`config.mk`:
```
export PLATFORM = sky130hd
export DESIGN_NAME = synth_ctl
export DESIGN_NICKNAME = d
export VERILOG_FILES = /design/src/rtl/synth_ctl.v
export VERILOG_INCLUDE_DIRS = /design/src /design/src/rtl
export SDC_FILE = /design/constraint.sdc
export NUM_CORES = 1
export LEC_CHECK = 0
export BUFFER_PORTS_ARGS = -buffer_cell sky130_fd_sc_hd__buf_2
export CORE_MARGIN = 2
export CORE_UTILIZATION = 54
export DETAILED_ROUTE_END_ITERATION = 16
export HOLD_SLACK_MARGIN = 0.12
export PLACE_DENSITY_LB_ADDON = 0.08
export SYNTH_ARGS = -nofsm -noshare
export SYNTH_HDL_FRONTEND = slang
export SYNTH_SLANG_ARGS = --single-unit
```
`constraint.sdc`:
```
create_clock -name CLOCK -period 4.5 [get_ports CLOCK]
set_input_delay 0.225 -clock CLOCK [delete_from_list [all_inputs] [get_ports CLOCK]]
set_output_delay 0.225 -clock CLOCK [all_outputs]
set_load 0.01 [all_outputs]
```
`src/rtl/synth_ctl_map.vh`:
```
// register offsets, field positions, reset values of the synthesizer control
// assumes byte addressing on a 32-bit AHB-Lite bus, one register per word
`ifndef SYNTH_CTL_MAP_VH
`define SYNTH_CTL_MAP_VH

// ***************************************
// register byte offsets
// ***************************************
`define STEP_CODE_OFS 8'h00
`define OFFSET_RANGE_OFS 8'h04
`define MODE_OFS 8'h08
`define DIVIDER_OFS 8'h0c
`define STATUS_OFS 8'h10

// ***************************************
// mode register fields
// ***************************************
`define DIVIDER_BYPASS_POS 0
`define MAIN_PRESCALE_SEL_LO_POS 1
`define MAIN_PRESCALE_SEL_HI_POS 2
`define REF_PRESCALE_SEL_LO_POS 3
`define REF_PRESCALE_SEL_HI_POS 4
`define REF_ENABLE_POS 5
`define REF_SELECT_POS 6
`define REF_POWERDOWN_POS 7
`define MAIN_POWERDOWN_POS 8
`define MODE_WIDTH 9

// ***************************************
// stored (power-up) values
// ***************************************
`define STEP_CODE_RESET 10'h1f4
`define OFFSET_RANGE_RESET 5'h0c
`define MODE_RESET 9'h060
`define DIVIDER_RESET 10'h000

`endif

```
`src/rtl/synth_ctl.v`:
```
// control logic of a dual-output clock synthesizer with AHB-Lite settings port
// assumes CLOCK stands for the master clock; the step code and offset range
// drive the analog oscillator; pins and enables are two-signal tri-states
//
// Design decisions made here: the address map and register access over AHB-Lite.
`include "synth_ctl_map.vh"
`timescale 1ns/1ps
`default_nettype none

module synth_ctl (
    // clock, reset, enable
    input wire CLOCK,
    input wire RESET,
    input wire CE,
    // ahb-lite slave
    input wire HSEL,
    input wire [7:0] HADDR,
    input wire [1:0] HTRANS,
    input wire HWRITE,
    input wire [2:0] HSIZE,
    input wire [31:0] HWDATA,
    input wire HREADY,
    output wire HREADYOUT,
    output wire HRESP,
    output reg [31:0] HRDATA,
    // control pins
    input wire REF_CONTROL_PIN,
    input wire MAIN_CONTROL_PIN,
    // clock outputs, enable low while driving
    output wire REF_CLOCK_OUT,
    output wire REF_CLOCK_OUT_OE_N,
    output wire MAIN_CLOCK_OUT,
    output wire MAIN_CLOCK_OUT_OE_N,
    // oscillator control
    output wire [9:0] STEP_CODE,
    output wire [4:0] OFFSET_RANGE,
    output reg OSC_RUN
);

    // ***************************************
    // settings registers
    // ***************************************
    reg [9:0] step_code;
    reg [4:0] offset_range;
    reg [`MODE_WIDTH-1:0] mode;
    reg [9:0] divider;
    reg wr_pend;
    reg [7:0] wr_addr;
    wire addr_phase;
    wire [11:0] status;

    assign HREADYOUT = 1'b1;
    assign HRESP = 1'b0;
    assign STEP_CODE = step_code;
    assign OFFSET_RANGE = offset_range;
    assign addr_phase = HSEL & HTRANS[1] & HREADY;

    // bus slave: write in data phase, read data registered at address phase
    always @(posedge CLOCK) begin
        if (RESET) begin
            step_code <= `STEP_CODE_RESET;
            offset_range <= `OFFSET_RANGE_RESET;
            mode <= `MODE_RESET;
            divider <= `DIVIDER_RESET;
            wr_pend <= 1'b0;
            wr_addr <= 8'h00;
            HRDATA <= 32'h00000000;
        end else if (CE) begin
            wr_pend <= addr_phase & HWRITE;
            wr_addr <= HADDR;
            if (wr_pend) begin
                // any write takes effect at once, even while running
                if (wr_addr == `STEP_CODE_OFS) begin
                    step_code <= HWDATA[9:0];
                end else if (wr_addr == `OFFSET_RANGE_OFS) begin
                    offset_range <= HWDATA[4:0];
                end else if (wr_addr == `MODE_OFS) begin
                    mode <= HWDATA[`MODE_WIDTH-1:0];
                end else if (wr_addr == `DIVIDER_OFS) begin
                    divider <= HWDATA[9:0];
                end
            end
            if (addr_phase & ~HWRITE) begin
                if (HADDR == `STEP_CODE_OFS) begin
                    HRDATA <= {22'h000000, step_code};
                end else if (HADDR == `OFFSET_RANGE_OFS) begin
                    HRDATA <= {27'h0000000, offset_range};
                end else if (HADDR == `MODE_OFS) begin
                    HRDATA <= {23'h000000, mode};
                end else if (HADDR == `DIVIDER_OFS) begin
                    HRDATA <= {22'h000000, divider};
                end else if (HADDR == `STATUS_OFS) begin
                    HRDATA <= {20'h00000, status};
                end else begin
                    HRDATA <= 32'h00000000; // unmapped reads zero
                end
            end
        end
    end

    // ***************************************
    // control pin synchronisers
    // ***************************************
    reg [1:0] pin_meta;
    reg [1:0] pin_sync;

    // two flops before any logic sees a pin
    always @(posedge CLOCK) begin
        if (RESET) begin
            pin_meta <= 2'h0;
            pin_sync <= 2'h0;
        end else if (CE) begin
            pin_meta <= {MAIN_CONTROL_PIN, REF_CONTROL_PIN};
            pin_sync <= pin_meta;
        end
    end

    // ***************************************
    // control pin role decode
    // ***************************************
    wire ref_pin;
    wire main_pin;
    wire ref_enable_bit;
    wire ref_select_bit;
    wire ref_powerdown_bit;
    wire main_powerdown_bit;
    wire ref_all_clear;
    wire shutdown;
    wire ref_want;
    wire main_want;
    wire ref_prescaled;

    assign ref_pin = pin_sync[0];
    assign main_pin = pin_sync[1];
    assign ref_enable_bit = mode[`REF_ENABLE_POS];
    assign ref_select_bit = mode[`REF_SELECT_POS];
    assign ref_powerdown_bit = mode[`REF_POWERDOWN_POS];
    assign main_powerdown_bit = mode[`MAIN_POWERDOWN_POS];
    assign ref_all_clear = ~ref_enable_bit & ~ref_select_bit & ~ref_powerdown_bit;

    // either pin may shut down the device
    assign shutdown = (ref_powerdown_bit & ref_pin)
        | (main_powerdown_bit & main_pin)
        | (ref_all_clear & ref_pin);

    // reference drive: off when all bits clear, pin high disables in enable mode
    assign ref_want = ~shutdown & ~ref_all_clear
        & ~(ref_enable_bit & ~ref_powerdown_bit & ref_pin);

    // main pin low drives in both modes
    assign main_want = ~shutdown & ~main_pin;

    // reference mux select: pin in mux mode, select bit otherwise
    assign ref_prescaled = (ref_enable_bit | ref_powerdown_bit) ? ref_select_bit
        : ref_pin;

    // ***************************************
    // per-output prescaler, divider on the main output only
    // ***************************************
    wire [1:0] want;
    wire [2:0] mask [0:1];
    wire [1:0] bypass;
    wire [11:0] half_point;
    wire [1:0] chan_out;
    wire [1:0] chan_active;

    assign want = {main_want, ref_want};
    // select code to divisor minus one: 1, 2, 4, 8
    assign mask[0] = ref_prescaled ?
        ((3'h1 << {mode[`REF_PRESCALE_SEL_HI_POS], mode[`REF_PRESCALE_SEL_LO_POS]}) - 3'h1)
        : 3'h0;
    assign mask[1] = (3'h1 << {mode[`MAIN_PRESCALE_SEL_HI_POS], mode[`MAIN_PRESCALE_SEL_LO_POS]}) - 3'h1;
    assign bypass = {mode[`DIVIDER_BYPASS_POS], 1'b1};
    assign half_point = {2'h0, divider} + 12'h002;

    genvar ch;
    generate
        for (ch = 0; ch < 2; ch = ch + 1) begin : chan
            reg [2:0] pcnt;
            reg [11:0] dcnt;
            reg out;
            reg active;
            wire tick;

            // every output edge lands on a master clock edge
            // a prescale change that leaves the count above the new end still wraps at once
            assign tick = (pcnt >= mask[ch]);
            assign chan_out[ch] = out;
            assign chan_active[ch] = active;

            // counting starts from zero on each enable, so delay is fixed
            always @(posedge CLOCK) begin
                if (RESET) begin
                    pcnt <= 3'h0;
                    dcnt <= 12'h000;
                    out <= 1'b0;
                    active <= 1'b0;
                end else if (CE) begin
                    if (!active) begin
                        pcnt <= 3'h0;
                        dcnt <= 12'h000;
                        out <= 1'b0;
                        active <= want[ch];
                    end else begin
                        // drop the drive only while the output is low
                        if (!want[ch] && !out) begin
                            active <= 1'b0;
                        end
                        pcnt <= tick ? 3'h0 : pcnt + 3'h1;
                        if (tick) begin
                            if (bypass[ch]) begin
                                out <= ~out;
                                dcnt <= 12'h000;
                            end else begin
                                // two edges per divided period, 50% duty
                                if (dcnt == 12'h000 || dcnt == half_point) begin
                                    out <= ~out;
                                end
                                // a smaller divider written while running wraps at once
                                if (dcnt >= {half_point[10:0], 1'b0} - 12'h001) begin
                                    dcnt <= 12'h000;
                                end else begin
                                    dcnt <= dcnt + 12'h001;
                                end
                            end
                        end
                    end
                end
            end
        end
    endgenerate

    // ***************************************
    // outputs and oscillator run
    // ***************************************
    assign REF_CLOCK_OUT = chan_out[0];
    assign REF_CLOCK_OUT_OE_N = ~chan_active[0];
    assign MAIN_CLOCK_OUT = chan_out[1];
    assign MAIN_CLOCK_OUT_OE_N = ~chan_active[1];
    assign status = {5'h00, shutdown, main_pin, ref_pin, ref_prescaled, chan_active, OSC_RUN};

    // oscillator stops once shutdown and both outputs have gone quiet
    always @(posedge CLOCK) begin
        if (RESET) begin
            OSC_RUN <= 1'b1;
        end else if (CE) begin
            OSC_RUN <= ~(shutdown & ~chan_active[0] & ~chan_active[1]);
        end
    end

endmodule

`default_nettype wire

```
**Word level (Yosys, flattened, before mapping)**

Cells that the tools add are included.

- Register bits after elaboration: 102
- Latch bits: 0
- RAM bits: 0
- Bits in read-only memories: 0
- Bits of input ports: 53
- Output and inout port bits: 54
- Memories: 0

- Add/sub/neg operators: 7
- Multiply operators: 0
- Divide/modulo/power cells: 0
- $lt $le $gt $ge: 3
- Equality and inequality tests: 11
- Shifts and indexed selects: 2
- Multiplexer cells: 25
- Bitwise gates (word level): 35
- Reductions and logical operators: 18

Operator list:

| operator | number |
|---|---|
| $mux W12 | 4 |
| $mux W10 | 4 |
| $eq A8 B4 Y1 const B | 4 |
| $and A1 B1 Y1 | 16 |
| $eq A8 B3 Y1 const B | 2 |
| $logic_not A8 Y1 | 2 |
| $not A1 Y1 | 16 |
| $mux W3 | 5 |
| $add A12 B1 Y12 const B | 1 |
| $eq A12 B11 Y1 | 1 |
| $ge A12 B12 Y1 | 1 |
| $logic_not A12 Y1 | 1 |
| $sub A12 B1 Y12 const B | 1 |
| $add A10 B2 Y11 const B | 1 |
| $mux W1 | 11 |
| $eq A8 B5 Y1 const B | 1 |
| $mux W7 | 1 |
| $add A3 B1 Y3 const B | 2 |
| $ge A3 B3 Y1 | 2 |
| $reduce_and A2 Y1 | 3 |
| $reduce_and A3 Y1 | 2 |
| $reduce_and A6 Y1 | 1 |
| $shl A1 B2 Y3 const A | 2 |
| $sub A3 B1 Y3 const B | 2 |
| 8 further kinds | 15 |

**Longest topological paths before layout**

Gate-level depths: netlist of run 1.

- Depth after elaboration: 12
- Gate-level depth with buffers: 15
- Depth with buffers taken out: 14

**Worst setup path before layout of run 1**

No wires, ideal clock.

- Path type: register to register
- Start: register divider[1]
- End: register chan[1].dcnt[11]
- Setup time: 135 ps
- Data arrival time: 3161 ps
- Required time: 4365 ps
- Path slack: 1204 ps
- Stages on the path, launching flop included: 14
- Path buffers: 2
- Cell sequence: dfxtp_1 -> ha_1 -> buf_2 -> nand3_1 -> nor2_1 -> xnor2_1 -> nor3b_1 -> o21ai_0 -> ha_1 -> nand3_1 -> or4_1 -> clkbuf_1 -> a21oi_1 -> nor3_1

- Cells in the longest elaborated chain, start to end: 7

Ends and longest elaborated chain:

| item | RTL line | RTL |
|---|---|---|
| start: declaration | synth_ctl.v:46 | `reg [9:0] divider;` |
| start signal: assignment | synth_ctl.v:64 | `` divider <= `DIVIDER_RESET; `` |
| start signal: assignment | synth_ctl.v:80 | `divider <= HWDATA[9:0];` |
| $add A10 B2 Y11 | synth_ctl.v:174 | `assign half_point = {2'h0, divider} + 12'h002;` |
| $sub A12 B1 Y12 | synth_ctl.v:220 | `if (dcnt >= {half_point[10:0], 1'b0} - 12'h001) begin` |
| $ge A12 B12 Y1 | synth_ctl.v:220 |  |
| $mux W12 | synth_ctl.v:220 |  |
| $mux W12 | synth_ctl.v:211 | `if (bypass[ch]) begin` |
| $mux W12 | synth_ctl.v:210 | `if (tick) begin` |
| $mux W12 | synth_ctl.v:199 | `if (!active) begin` |
| end signal: assignment | synth_ctl.v:223 | `dcnt <= dcnt + 12'h001;` |
| end: declaration | synth_ctl.v:180 | `reg [11:0] dcnt;` |

Every way passes these cells. The select of a mux whose other input is x is not followed.
A chain may end at the register's enable or synchronous reset.

**Final worst setup path of run 1**

Same ends and word-level chain as after synthesis.

==> results of run 1 <==
==> registers in the layout, indices dropped and copies added (netlist names) <==
name,cells
MAIN_CLOCK_OUT,1
STEP_CODE,10
wr_addr,8
chan.pcnt,6
OFFSET_RANGE,5
chan.dcnt,12
chan.active,2
wr_pend,1
HRDATA,10
mode,9
divider,10
OSC_RUN,1
pin_meta,2
REF_CLOCK_OUT,1
pin_sync,2
==> cells in the mapped netlist, types with 8 or more instances <==
library cell / count / share of area (%)
xor2_1: 14 / 2.6
xnor2_1: 17 / 3.2
inv_1: 16 / 1.3
buf_2: 8 / 0.85
nand2_1: 21 / 1.7
buf_4: 24 / 3.8
ha_1: 24 / 6.4
a21oi_1: 20 / 2.1
a211o_1: 10 / 1.9
clkbuf_1: 18 / 1.4
mux2i_1: 42 / 8.9
dfxtp_1: 80 / 34
nand4_1: 9 / 1.2
nor3_1: 18 / 1.9
nand3_1: 17 / 1.8
nor2b_1: 11 / 1.5
o21ai_0: 13 / 1.4
nor2_1: 69 / 5.5
a22oi_1: 9 / 1.4
==> kinds of logic (layout without fill, tap and decap cells) <==
logic type      count (synthesis)  in the layout  share of synthesized area, %
fa+ha+maj                      24             24                          6.38
simple gates                  191            191                          21.7
other cells                     2             24                         0.160
flops                          80             80                          34.0
compound gates                 95             95                          14.5
xor+xnor                       31             31                          5.77
mux                            44             44                          9.41
buf+inv                        72             99                          8.03
==> final cells by class <==
cell class	instances	area [sq um]
Sequential cell	80	1600
Multi-Input combinational cell	409	2810
Clock inverter	5	62.6
Clock buffer	11	141
Inverter	16	60.1
Timing Repair Buffer	67	383
Tap cell	108	135
Fill cell	797	3400
==> metal layers <==
metal	GRT usage, %	vias to the layer above	routed length, um
met1	31.2	1954	4900
met5	0	-	0
met2	43.6	107	5690
li1	-	1968	-
met4	7.69	0	217
met3	3.88	17	507
==> critical path, cell delays in order, from the launching register on <==
cell and delay (ns):
dfxtp_1 0.56, ha_1 0.41, nand3_1 0.24, nor2_1 0.27, xnor2_1 0.21, nor3b_1 0.32
o21ai_0 0.15, ha_1 0.32, nand3_1 0.09, or4_1 0.64, a21oi_1 0.50, nor3_1 0.10
==> metrics by stage <==
stage | std cells | power, uW | hold slack [ns] | util, % | setup WS, ns
3_3_place_gp | 672 | 849 | 0.453 | 57.2 | 0.723
4_1_cts | 696 | 1400 | 0.124 | 60.5 | 0.548
5_1_grt | 696 | 1450 | 0.150 | 60.5 | 0.136
3_5_place_dp | 672 | 851 | 0.463 | 57.2 | 0.578
6_report | 696 | 1390 | 0.124 | 60.5 | 0.543
2_1_floorplan | 561 | 831 | 0.343 | - | 1.20
==> worst max path at each step <==
stage                                  startpoint                            end  slack, ns  cells after the start
after global placement    divider[1]$_SDFFE_PP0P_  chan[1].dcnt[11]$_SDFFE_PP0P_       0.72                     11
after floorplan           divider[1]$_SDFFE_PP0P_  chan[1].dcnt[11]$_SDFFE_PP0P_       1.20                     13
after detailed placement  divider[1]$_SDFFE_PP0P_   chan[1].dcnt[6]$_SDFFE_PP0P_       0.58                     11
final                     divider[1]$_SDFFE_PP0P_  chan[1].dcnt[11]$_SDFFE_PP0P_       0.54                     11
after CTS                 divider[1]$_SDFFE_PP0P_   chan[1].dcnt[6]$_SDFFE_PP0P_       0.55                     11
after global routing      divider[1]$_SDFFE_PP0P_   chan[1].dcnt[6]$_SDFFE_PP0P_       0.14                     11
==> power groups by stage <==
stage | Sequential (uW) | Clock (uW) | Combinational (uW)
2_1_floorplan | 745 | 0 | 85.2
3_5_place_dp | 748 | 0 | 103
6_report | 731 | 548 | 108
5_1_grt | 734 | 593 | 121
3_3_place_gp | 748 | 0 | 101
4_1_cts | 732 | 557 | 108
==> impl_summary.log, run 1 <==
[metrics] outcome: finished, final reports clean
[metrics] reg2reg end: chan[1].dcnt[11]$_SDFFE_PP0P_
[metrics] CTS Hold Buffers Added: 8
[metrics] Total Die Area: 9480 sq um
[metrics] clock slew at the register clock pins of the worst setup and hold paths: 0.09 ns
[metrics] number of iterations in the first detailed-routing pass: 5
[metrics] drt first-iter violations: 219
[metrics] via-per-instance ratio: 5.81
[metrics] count of distinct cell types in the synthesized netlist: 60
[metrics] final antenna-violating net count: 0
[metrics] Bufs on Longest Clock Path: 2
[metrics] die extent in y: 97.4 um
[metrics] total via count in the routed design: 4046
[metrics] maximum frequency from static timing analysis: 0.253 GHz
[metrics] crit end category: flip-flop
[metrics] Switching Power: 351 uW
[metrics] estimated wirelength of the detail-placed design: 8240 um
[metrics] Remaining DRCs: 0
[metrics] number of failing hold endpoints at the final stage: 0
[metrics] pin count of the biggest net entering global routing: 67
[metrics] max-cap violations: 0
[metrics] critical path data required time: 4.71 ns
[metrics] mean instance size in the synthesized netlist: 8.73 sq um
[metrics] core area: 8590 sq um
[metrics] first-pass GRT wire length: 19300 um
[metrics] transition time at the pin with the least slew margin: 0.734 ns
[metrics] clock root cell: clkbuf_8
[metrics] Yosys warnings: 0
[metrics] class of the most critical setup path: reg -> reg
[metrics] kind of start point of the critical path: flip-flop
[metrics] initial antenna violation count: 0
[metrics] layout net count: 660
[metrics] total clock buffers created by CTS: 9
[metrics] final setup vio count: 0
[metrics] min cycle time layout: 3.96 ns
[metrics] Reg-to-Reg Start: divider[1]$_SDFFE_PP0P_
[metrics] highest-count cells in the layout ignoring fill and taps: 80 x dfxtp_1, 69 x nor2_1, 56 x buf_2
[metrics] TNS Setup: 0 ns
[metrics] Die Wd: 97.4 um
[metrics] Clock Skew: 0.0116 ns
[metrics] R2R setup slack: 0.54 ns
[metrics] number of enable flip-flop cells after synthesis: 0
[metrics] Final Max Tran Viols: 0
[metrics] pwr dens: 267 nW/um^2
[metrics] share of final-layout standard cells stronger than drive strength 1: 15.1%
[metrics] Net Sw Frac: 25.3%
[metrics] final wirelength: 11300 um
[metrics] vias in the first global route: 3908
[metrics] final worst-path cycle share: 87.9%
[metrics] Leakage: 0.00207 uW
[metrics] setup repair bufs after CTS: 0
[metrics] Synth Flop Type: dfxtp_1
[metrics] TritonCTS clock tree: built
[metrics] setup repair after global routing missed its margin: false
[metrics] largest driver fanout on the critical path: 10
[metrics] worst ir drop on vdd: 226 uV
[metrics] cell-internal power: 1040 uW
[metrics] Remaining Overflow, GRT: 0
[metrics] clock sink total: 80
[metrics] io pins: 107
[metrics] final instance area: 5200 sq um
[metrics] classification of the worst-slack hold path: in -> reg
[metrics] Total GRT Usage: 24.8%
[metrics] hold_sp: HADDR[0]
[metrics] Syn Inst Count: 539
[metrics] arrival time of data at the critical path endpoint: 4.17 ns
[metrics] Inserted Diodes: 0
[metrics] Flop pwr share: 52.7%
[metrics] proportion of synthesized chip area in sequential cells: 34.0%
[metrics] FF+latch count, synth: 80
[metrics] number of gates resized after CTS: 0
[metrics] most common library cell in the layout ignoring fill and taps: dfxtp_1
[metrics] layout-stage area growth over the synthesis result: 10.4%
[metrics] Std-Cell Rows: 34
[metrics] hold-critical path endpoint: wr_addr[0]$_SDFFE_PP0P_
[metrics] share of async-settable or async-resettable flops after synthesis: 0%
[metrics] routability congestion estimate from global placement: 0.860
[metrics] input/output buffers: 56
[metrics] clock power share: 39.5%
[metrics] Relative slew margins: 51.1%
[metrics] average wire per standard cell: 16.3 um
[metrics] hold depth: 3
[metrics] clock latency at the later pin of the worst-skew pair: 0.35 ns
[metrics] deepest level of the CTS H-tree: 3
[metrics] part of the power in combinational logic: 7.8%
[metrics] cell area reported after detailed placement: 4910 sq um
[metrics] initial standard-cell utilization of the core: 54.8%
[metrics] Worst Reg2Reg Path Length in Cells: 11
[metrics] synthesized cell area: 4710 sq um
Power figures use the tool's default switching activity.
==> run 2: changes to the inputs <==
- ABC_AREA: unset -> 1
==> run 2 against run 1 <==
Net effect:
- cell count grew 18%
- setup slack gained 0.84 ns
- clock-buffer cell count fell by 1
- register-to-register slack improved by 0.84 ns
- clock power about the same
- sequential power hardly changed
- first-iteration DRC count is 8.7% lower
- critical path depth grew 8
- core utilization rose by 1.9 points
- non-clock buffer count is the same
- critical endpoint unchanged
- largest power group unchanged
==> impl_summary.log, run 2 <==
[metrics] Reg area: 1600 sq um
[metrics] critical path data required time: 4.75 ns
[metrics] total via count in the routed design: 4413
[metrics] reg2reg end: chan[1].dcnt[11]$_SDFFE_PP0P_
[metrics] clock slew at the register clock pins of the worst setup and hold paths: 0.09 ns
[metrics] number of failing hold endpoints at the final stage: 0
[metrics] via-per-instance ratio: 5.37
[metrics] Clock Skew: 0.0136 ns
[metrics] number of flip-flops under the largest register name: 12
[metrics] top area cells in the synthesized netlist: dfxtp_1 35%, nand2_1 11%, ha_1 6.5%
[metrics] hold depth: 3
[metrics] Remaining Overflow, GRT: 0
[metrics] final instance area: 5150 sq um
[metrics] initial antenna violation count: 0
[metrics] clock sink total: 80
[metrics] Final Max Tran Viols: 0
[metrics] final hold slack: 0.128 ns
[metrics] worst ir drop on vdd: 150 uV
[metrics] most common library cell in the layout ignoring fill and taps: nand2_1
[metrics] final setup vio count: 0
[metrics] die extent in y: 96.4 um
[metrics] number of gates resized after CTS: 0
[metrics] Worst Reg2Reg Path Length in Cells: 19
[metrics] Total Die Area: 9300 sq um
[metrics] final wirelength: 11600 um
[metrics] Fill cells: 802
[metrics] footprint of the multi-input gates: 2520 sq um
[metrics] largest register by flop count: chan.dcnt
[metrics] Non-Filler Instances: 822
[metrics] vias in the first global route: 4094
[metrics] top cells by instance count after synthesis: 132 x nand2_1, 80 x dfxtp_1, 74 x inv_1
[metrics] number of iterations in the first detailed-routing pass: 5
[metrics] total placed cells including tap cells: 798
[metrics] pwr dens: 271 nW/um^2
[metrics] Largest stage delay, worst path: 0.51 ns
[metrics] number of enable flip-flop cells after synthesis: 0
[metrics] share of async-settable or async-resettable flops after synthesis: 0%
[metrics] cell area reported after detailed placement: 4880 sq um
[metrics] class of the most critical setup path: reg -> reg
[metrics] final worst-path cycle share: 69.3%
[metrics] setup repair after global routing missed its margin: false
[metrics] maximum frequency from static timing analysis: 0.320 GHz
[metrics] Yosys top cell area share: 34.7%
[metrics] proportion of synthesized chip area in sequential cells: 34.7%
[metrics] estimated wirelength of the detail-placed design: 8780 um
[metrics] clock root cell: clkbuf_8
[metrics] drt first-iter violations: 200
[metrics] Synth Flop Type: dfxtp_1
[metrics] FF+latch count, synth: 80
[metrics] TritonCTS clock tree: built
[metrics] initial standard-cell utilization of the core: 55.9%
[metrics] Syn Inst Count: 653
[metrics] routability congestion estimate from global placement: 0.885
[metrics] share of final-layout standard cells stronger than drive strength 1: 13.9%
[metrics] Yosys top cell by area: dfxtp_1
[metrics] min cycle time layout: 3.12 ns
[metrics] total clock buffers created by CTS: 9
[metrics] R2R setup slack: 1.38 ns
[metrics] Total GRT Usage: 26.9%
[metrics] final antenna-violating net count: 0
[metrics] crit end category: flip-flop
[metrics] hold-critical path endpoint: wr_addr[7]$_SDFFE_PP0P_
[metrics] first-pass GRT wire length: 19400 um
[metrics] Die Wd: 96.4 um
[metrics] layout net count: 789
[metrics] arrival time of data at the critical path endpoint: 3.37 ns
[metrics] clock latency at the later pin of the worst-skew pair: 0.37 ns
[metrics] TNS Setup: 0 ns
[metrics] outcome: finished, final reports clean
[metrics] Bufs on Longest Clock Path: 2
[metrics] count of distinct cell types in the synthesized netlist: 42
[metrics] pin count of the biggest net entering global routing: 47
[metrics] final standard cell utilization of the core: 62.4%
[metrics] Reg-to-Reg Start: divider[1]$_SDFFE_PP0P_
[metrics] Std-Cell Rows: 33
[metrics] transition time at the pin with the least slew margin: 0.827 ns
[metrics] deepest level of the CTS H-tree: 3
[metrics] cell repeated most along the worst path: nor2_1
[metrics] hold_sp: HADDR[7]
[metrics] core area: 8260 sq um
[metrics] highest-count cells in the layout ignoring fill and taps: 132 x nand2_1, 80 x dfxtp_1, 74 x inv_1
[metrics] Relative slew margins: 44.4%
[metrics] most common cell in the netlist: nand2_1
[metrics] layout-stage area growth over the synthesis result: 11.7%
[metrics] Leakage: 0.00230 uW
[metrics] Remaining DRCs: 0
[metrics] io pins: 107
[metrics] worst-path cell chain: ha_1, inv_2, nand2_1, nand2_1, nor2_1, nand4_1, nor2_1, nand4_1, xnor2_1, ha_1, nand2_1, inv_1, nand3_1, a21oi_1, nor2_1, o21ai_1, inv_2, o21ai_2, nor2_1
[metrics] mean instance size in the synthesized netlist: 7.07 sq um
[metrics] largest driver fanout on the critical path: 8
[metrics] Max stage delay cell, worst path: dfxtp_1
[metrics] Inserted Diodes: 0
[metrics] synthesized cell area: 4610 sq um
[metrics] kind of start point of the critical path: flip-flop
[metrics] average wire per standard cell: 14.2 um
[metrics] Yosys warnings: 0
[metrics] input/output buffers: 56
[metrics] setup repair bufs after CTS: 0
[metrics] classification of the worst-slack hold path: in -> reg
[metrics] max-cap violations: 0
==> run 2: power breakdown <==
group,total (uW),switching (uW),internal [uW]
registers,733,11.4,722
logic,114,76.4,37.5
clock network,547,289,258
==> run 2: routing by layer <==
metal  GRT usage, %  wire [um]
met4           9.62        206
met1           34.2       5290
met3           3.96        542
met5              0          0
met2           46.4       5610
==> run 2: layout make-up <==
cell class,instances,area share (%)
Multi-Input combinational cell,470,49.0
Sequential cell,80,31.1
Timing Repair Buffer,67,7.43
Inverter,84,6.12
Tap cell,105,2.55
Clock buffer,10,2.48
Clock inverter,6,1.34
==> run 2: logic make-up after synthesis <==
kind of cell / count (synthesis) / share of synthesized area [%]
AOI/OAI and AO/OA: 153 / 18.7
DFF: 80 / 34.7
other: 2 / 0.163
and+or+nand+nor: 253 / 24.4
xor gates and xnor gates: 16 / 3.04
buffers and inverters: 125 / 12.5
adders and majority gates: 24 / 6.51
==> run 2: repair_timing <==
item                                    4_1_cts  5_1_grt
hold buffers                                  8        0
hold endpoints to repair                      8        0
endpoints found under the setup margin        0        0
==> run 2: worst max path at each step <==
stage | from | end | slack [ns] | cells past startpoint
5_1_grt | divider[1]$_SDFFE_PP0P_ | chan[1].dcnt[7]$_SDFFE_PP0P_ | 1.00 | 20
6_report | divider[1]$_SDFFE_PP0P_ | chan[1].dcnt[11]$_SDFFE_PP0P_ | 1.38 | 19
3_5_place_dp | divider[1]$_SDFFE_PP0P_ | chan[1].dcnt[11]$_SDFFE_PP0P_ | 1.39 | 19
2_1_floorplan | divider[1]$_SDFFE_PP0P_ | chan[1].dcnt[11]$_SDFFE_PP0P_ | 1.83 | 19
4_1_cts | divider[1]$_SDFFE_PP0P_ | chan[1].dcnt[11]$_SDFFE_PP0P_ | 1.38 | 19
3_3_place_gp | divider[1]$_SDFFE_PP0P_ | chan[1].dcnt[11]$_SDFFE_PP0P_ | 1.46 | 19
==> run 2: worst max-delay path: cells and delay by family (launching register included) <==
kind                       cells  cell delay, ns
adders and majority gates      2            0.60
xor gates and xnor gates       1            0.15
buffers and inverters          3            0.20
and+or+nand+nor               10            1.06
DFF                            1            0.51
AOI/OAI and AO/OA              3            0.48
==> run 2: metrics by stage <==
step / power [uW] / setup WS (ns)
after floorplan: 836 / 1.83
after CTS: 1400 / 1.38
after global placement: 854 / 1.46
after global routing: 1450 / 1.00
final: 1390 / 1.38
after detailed placement: 858 / 1.39
==> run 3: changes to the inputs <==
- clock period: 4.5 -> 3.1 ns (I/O delays scaled with it)
==> run 3 against run 2 <==
Net effect:
- clock-buffer cell count unchanged
- clock skew increased by 0.0032 ns
- sequential power increased by 45%
- first-iteration DRC count increased by 33%
- register-to-register slack got worse by 1.2 ns
- die area unchanged
- maximum frequency increased by 8.3%
- combinational power increased by 55%
- non-clock buffer count increased by 14
- sequential share of layout area decreased by 0.79 points
- critical endpoint unchanged
- largest cell class unchanged
==> impl_summary.log, run 3 (synthesized netlist as in run 2, its figures left out) <==
[metrics] outcome: finished, final reports clean
[metrics] average wire per standard cell: 14.3 um
[metrics] final antenna-violating net count: 0
[metrics] arrival time of data at the critical path endpoint: 3.13 ns
[metrics] hold-critical path endpoint: divider[4]$_SDFFE_PP0P_
[metrics] classification of the worst-slack hold path: in -> reg
[metrics] Largest stage delay, worst path: 0.39 ns
[metrics] transition time at the pin with the least slew margin: 0.794 ns
[metrics] pin count of the biggest net entering global routing: 57
[metrics] layout net count: 803
[metrics] Final Max Tran Viols: 0
[metrics] share of final-layout standard cells stronger than drive strength 1: 14.8%
[metrics] Relative slew margins: 46.7%
[metrics] worst ir drop on vdd: 220 uV
[metrics] input/output buffers: 56
[metrics] Reg-to-Reg Start: divider[1]$_SDFFE_PP0P_
[metrics] via-per-instance ratio: 5.39
[metrics] TritonCTS clock tree: built
[metrics] clock root cell: clkbuf_8
[metrics] Non-Filler Instances: 836
[metrics] Std-Cell Rows: 33
[metrics] Remaining DRCs: 0
[metrics] estimated wirelength of the detail-placed design: 8820 um
[metrics] largest register by flop count: chan.dcnt
[metrics] worst-path cell chain: ha_1, inv_1, nand2_1, nor2_2, nand4_1, nor2_1, nand4_1, xnor2_1, ha_1, nand2_1, inv_1, nand3_1, a21oi_1, nor2_1, o21ai_1, inv_2, o21ai_4, nor2_1
[metrics] first-pass GRT wire length: 19100 um
[metrics] kind of start point of the critical path: flip-flop
[metrics] vias in the first global route: 4163
[metrics] critical path data required time: 3.35 ns
[metrics] initial standard-cell utilization of the core: 55.9%
[metrics] initial antenna violation count: 0
[metrics] final standard cell utilization of the core: 64.2%
[metrics] core area: 8260 sq um
[metrics] clock sink total: 80
[metrics] hold_sp: HWDATA[4]
[metrics] routability congestion estimate from global placement: 0.945
[metrics] setup repair bufs after CTS: 0
[metrics] highest-count cells in the layout ignoring fill and taps: 132 x nand2_1, 78 x dfxtp_1, 74 x inv_1
[metrics] cell repeated most along the worst path: nor2_1
[metrics] reg2reg end: chan[1].dcnt[11]$_SDFFE_PP0P_
[metrics] pwr dens: 380 nW/um^2
[metrics] most common library cell in the layout ignoring fill and taps: nand2_1
[metrics] R2R setup slack: 0.22 ns
[metrics] number of failing hold endpoints at the final stage: 0
[metrics] clock slew at the register clock pins of the worst setup and hold paths: 0.09 ns
[metrics] Remaining Overflow, GRT: 0
[metrics] Leakage: 0.00237 uW
[metrics] final setup vio count: 0
[metrics] final wirelength: 12000 um
[metrics] crit end category: flip-flop
[metrics] Clock Skew: 0.0168 ns
[metrics] hold depth: 3
[metrics] Max stage delay cell, worst path: dfxtp_4
[metrics] io pins: 107
[metrics] total placed cells including tap cells: 800
[metrics] Power, Total: 2020 uW
[metrics] largest driver fanout on the critical path: 8
[metrics] clock latency at the later pin of the worst-skew pair: 0.37 ns
[metrics] maximum frequency from static timing analysis: 0.347 GHz
[metrics] die extent in y: 96.4 um
[metrics] class of the most critical setup path: reg -> reg
[metrics] total via count in the routed design: 4503
[metrics] layout-stage area growth over the synthesis result: 14.9%
[metrics] number of iterations in the first detailed-routing pass: 7
[metrics] Worst Reg2Reg Path Length in Cells: 18
[metrics] min cycle time layout: 2.88 ns
[metrics] drt first-iter violations: 266
[metrics] Die Wd: 96.4 um
[metrics] total clock buffers created by CTS: 9
[metrics] Bufs on Longest Clock Path: 2
[metrics] Fill cells: 746
[metrics] Total GRT Usage: 26.9%
[metrics] max-cap violations: 0
[metrics] deepest level of the CTS H-tree: 3
[metrics] Inserted Diodes: 0
[metrics] Total Die Area: 9300 sq um
[metrics] final hold slack: 0.157 ns
[metrics] number of flip-flops under the largest register name: 12
[metrics] final worst-path cycle share: 92.9%
run 3: cell count changes in the layout (fill, tap and decap cells not counted), sizes merged:
cell	before	now
dlygate4sd3	8	20
clkinvlp	4	0
buf	59	61
bufinv	1	0
inv	84	89
run 3: final cells by class:
type	count	area, sq um	share of cell area, %
Clock buffer	10	138	2.59
Clock inverter	6	55.1	1.04
Inverter	84	315	5.94
Multi-Input combinational cell	470	2540	47.9
Sequential cell	80	1610	30.3
Tap cell	105	131	2.48
Timing Repair Buffer	81	518	9.77
run 3: per-stage QoR:
stage | setup slack [ns] | instance area [sq um] | TNS, ns
after CTS | 0.0757 | 5290 | 0
after floorplan | 0.434 | 4700 | 0
after detailed placement | 0.00480 | 4890 | 0
after global placement | 0.124 | 4890 | 0
after global routing | -0.00529 | 5300 | -0.00529
final | 0.219 | 5300 | 0
run 3: worst max path at each step:
stage                                  startpoint                             to  slack, ns  cells after the start
final                     divider[1]$_SDFFE_PP0P_  chan[1].dcnt[11]$_SDFFE_PP0P_       0.22                     18
after global routing      divider[1]$_SDFFE_PP0P_  chan[1].dcnt[11]$_SDFFE_PP0P_     -0.005                     20
after CTS                 divider[2]$_SDFFE_PP0P_  chan[1].dcnt[11]$_SDFFE_PP0P_       0.08                     19
after detailed placement  divider[1]$_SDFFE_PP0P_  chan[1].dcnt[11]$_SDFFE_PP0P_      0.005                     19
after global placement    divider[1]$_SDFFE_PP0P_   chan[1].dcnt[7]$_SDFFE_PP0P_       0.12                     19
after floorplan           divider[1]$_SDFFE_PP0P_  chan[1].dcnt[11]$_SDFFE_PP0P_       0.43                     19
run 3: critical path: cells and delay by family, from the launching register on:
kind	cells	cell delay [ns]
XOR/XNOR	1	0.15
flip-flops	1	0.39
AO/OA/AOI/OAI	3	0.45
adder cells (fa/ha/maj)	2	0.62
buffers and inverters	3	0.25
AND/OR/NAND/NOR	9	0.91
run 3: per-layer routing:
layer / share of wire (%) / global-route usage (%)
met4: 1.9 / 10.2
met3: 4.5 / 4.97
met1: 44 / 33.2
met2: 50 / 46.6
met5: 0 / 0
run 3: repair_timing:
| item | 4_1_cts | 5_1_grt |
|---|---|---|
| endpoints found under the hold margin | 33 | 0 |
| setup endpoints to repair | 2 | 11 |
| hold buffers | 20 | 0 |
| resized for setup | 1 | 6 |
| pin swaps | 0 | 1 |
run 3: power by group:
| part | total [uW] | internal (uW) | switching, uW |
|---|---|---|---|
| sequential | 1060 | 1050 | 16.6 |
| combinational | 177 | 64.1 | 113 |
| clock | 775 | 333 | 442 |
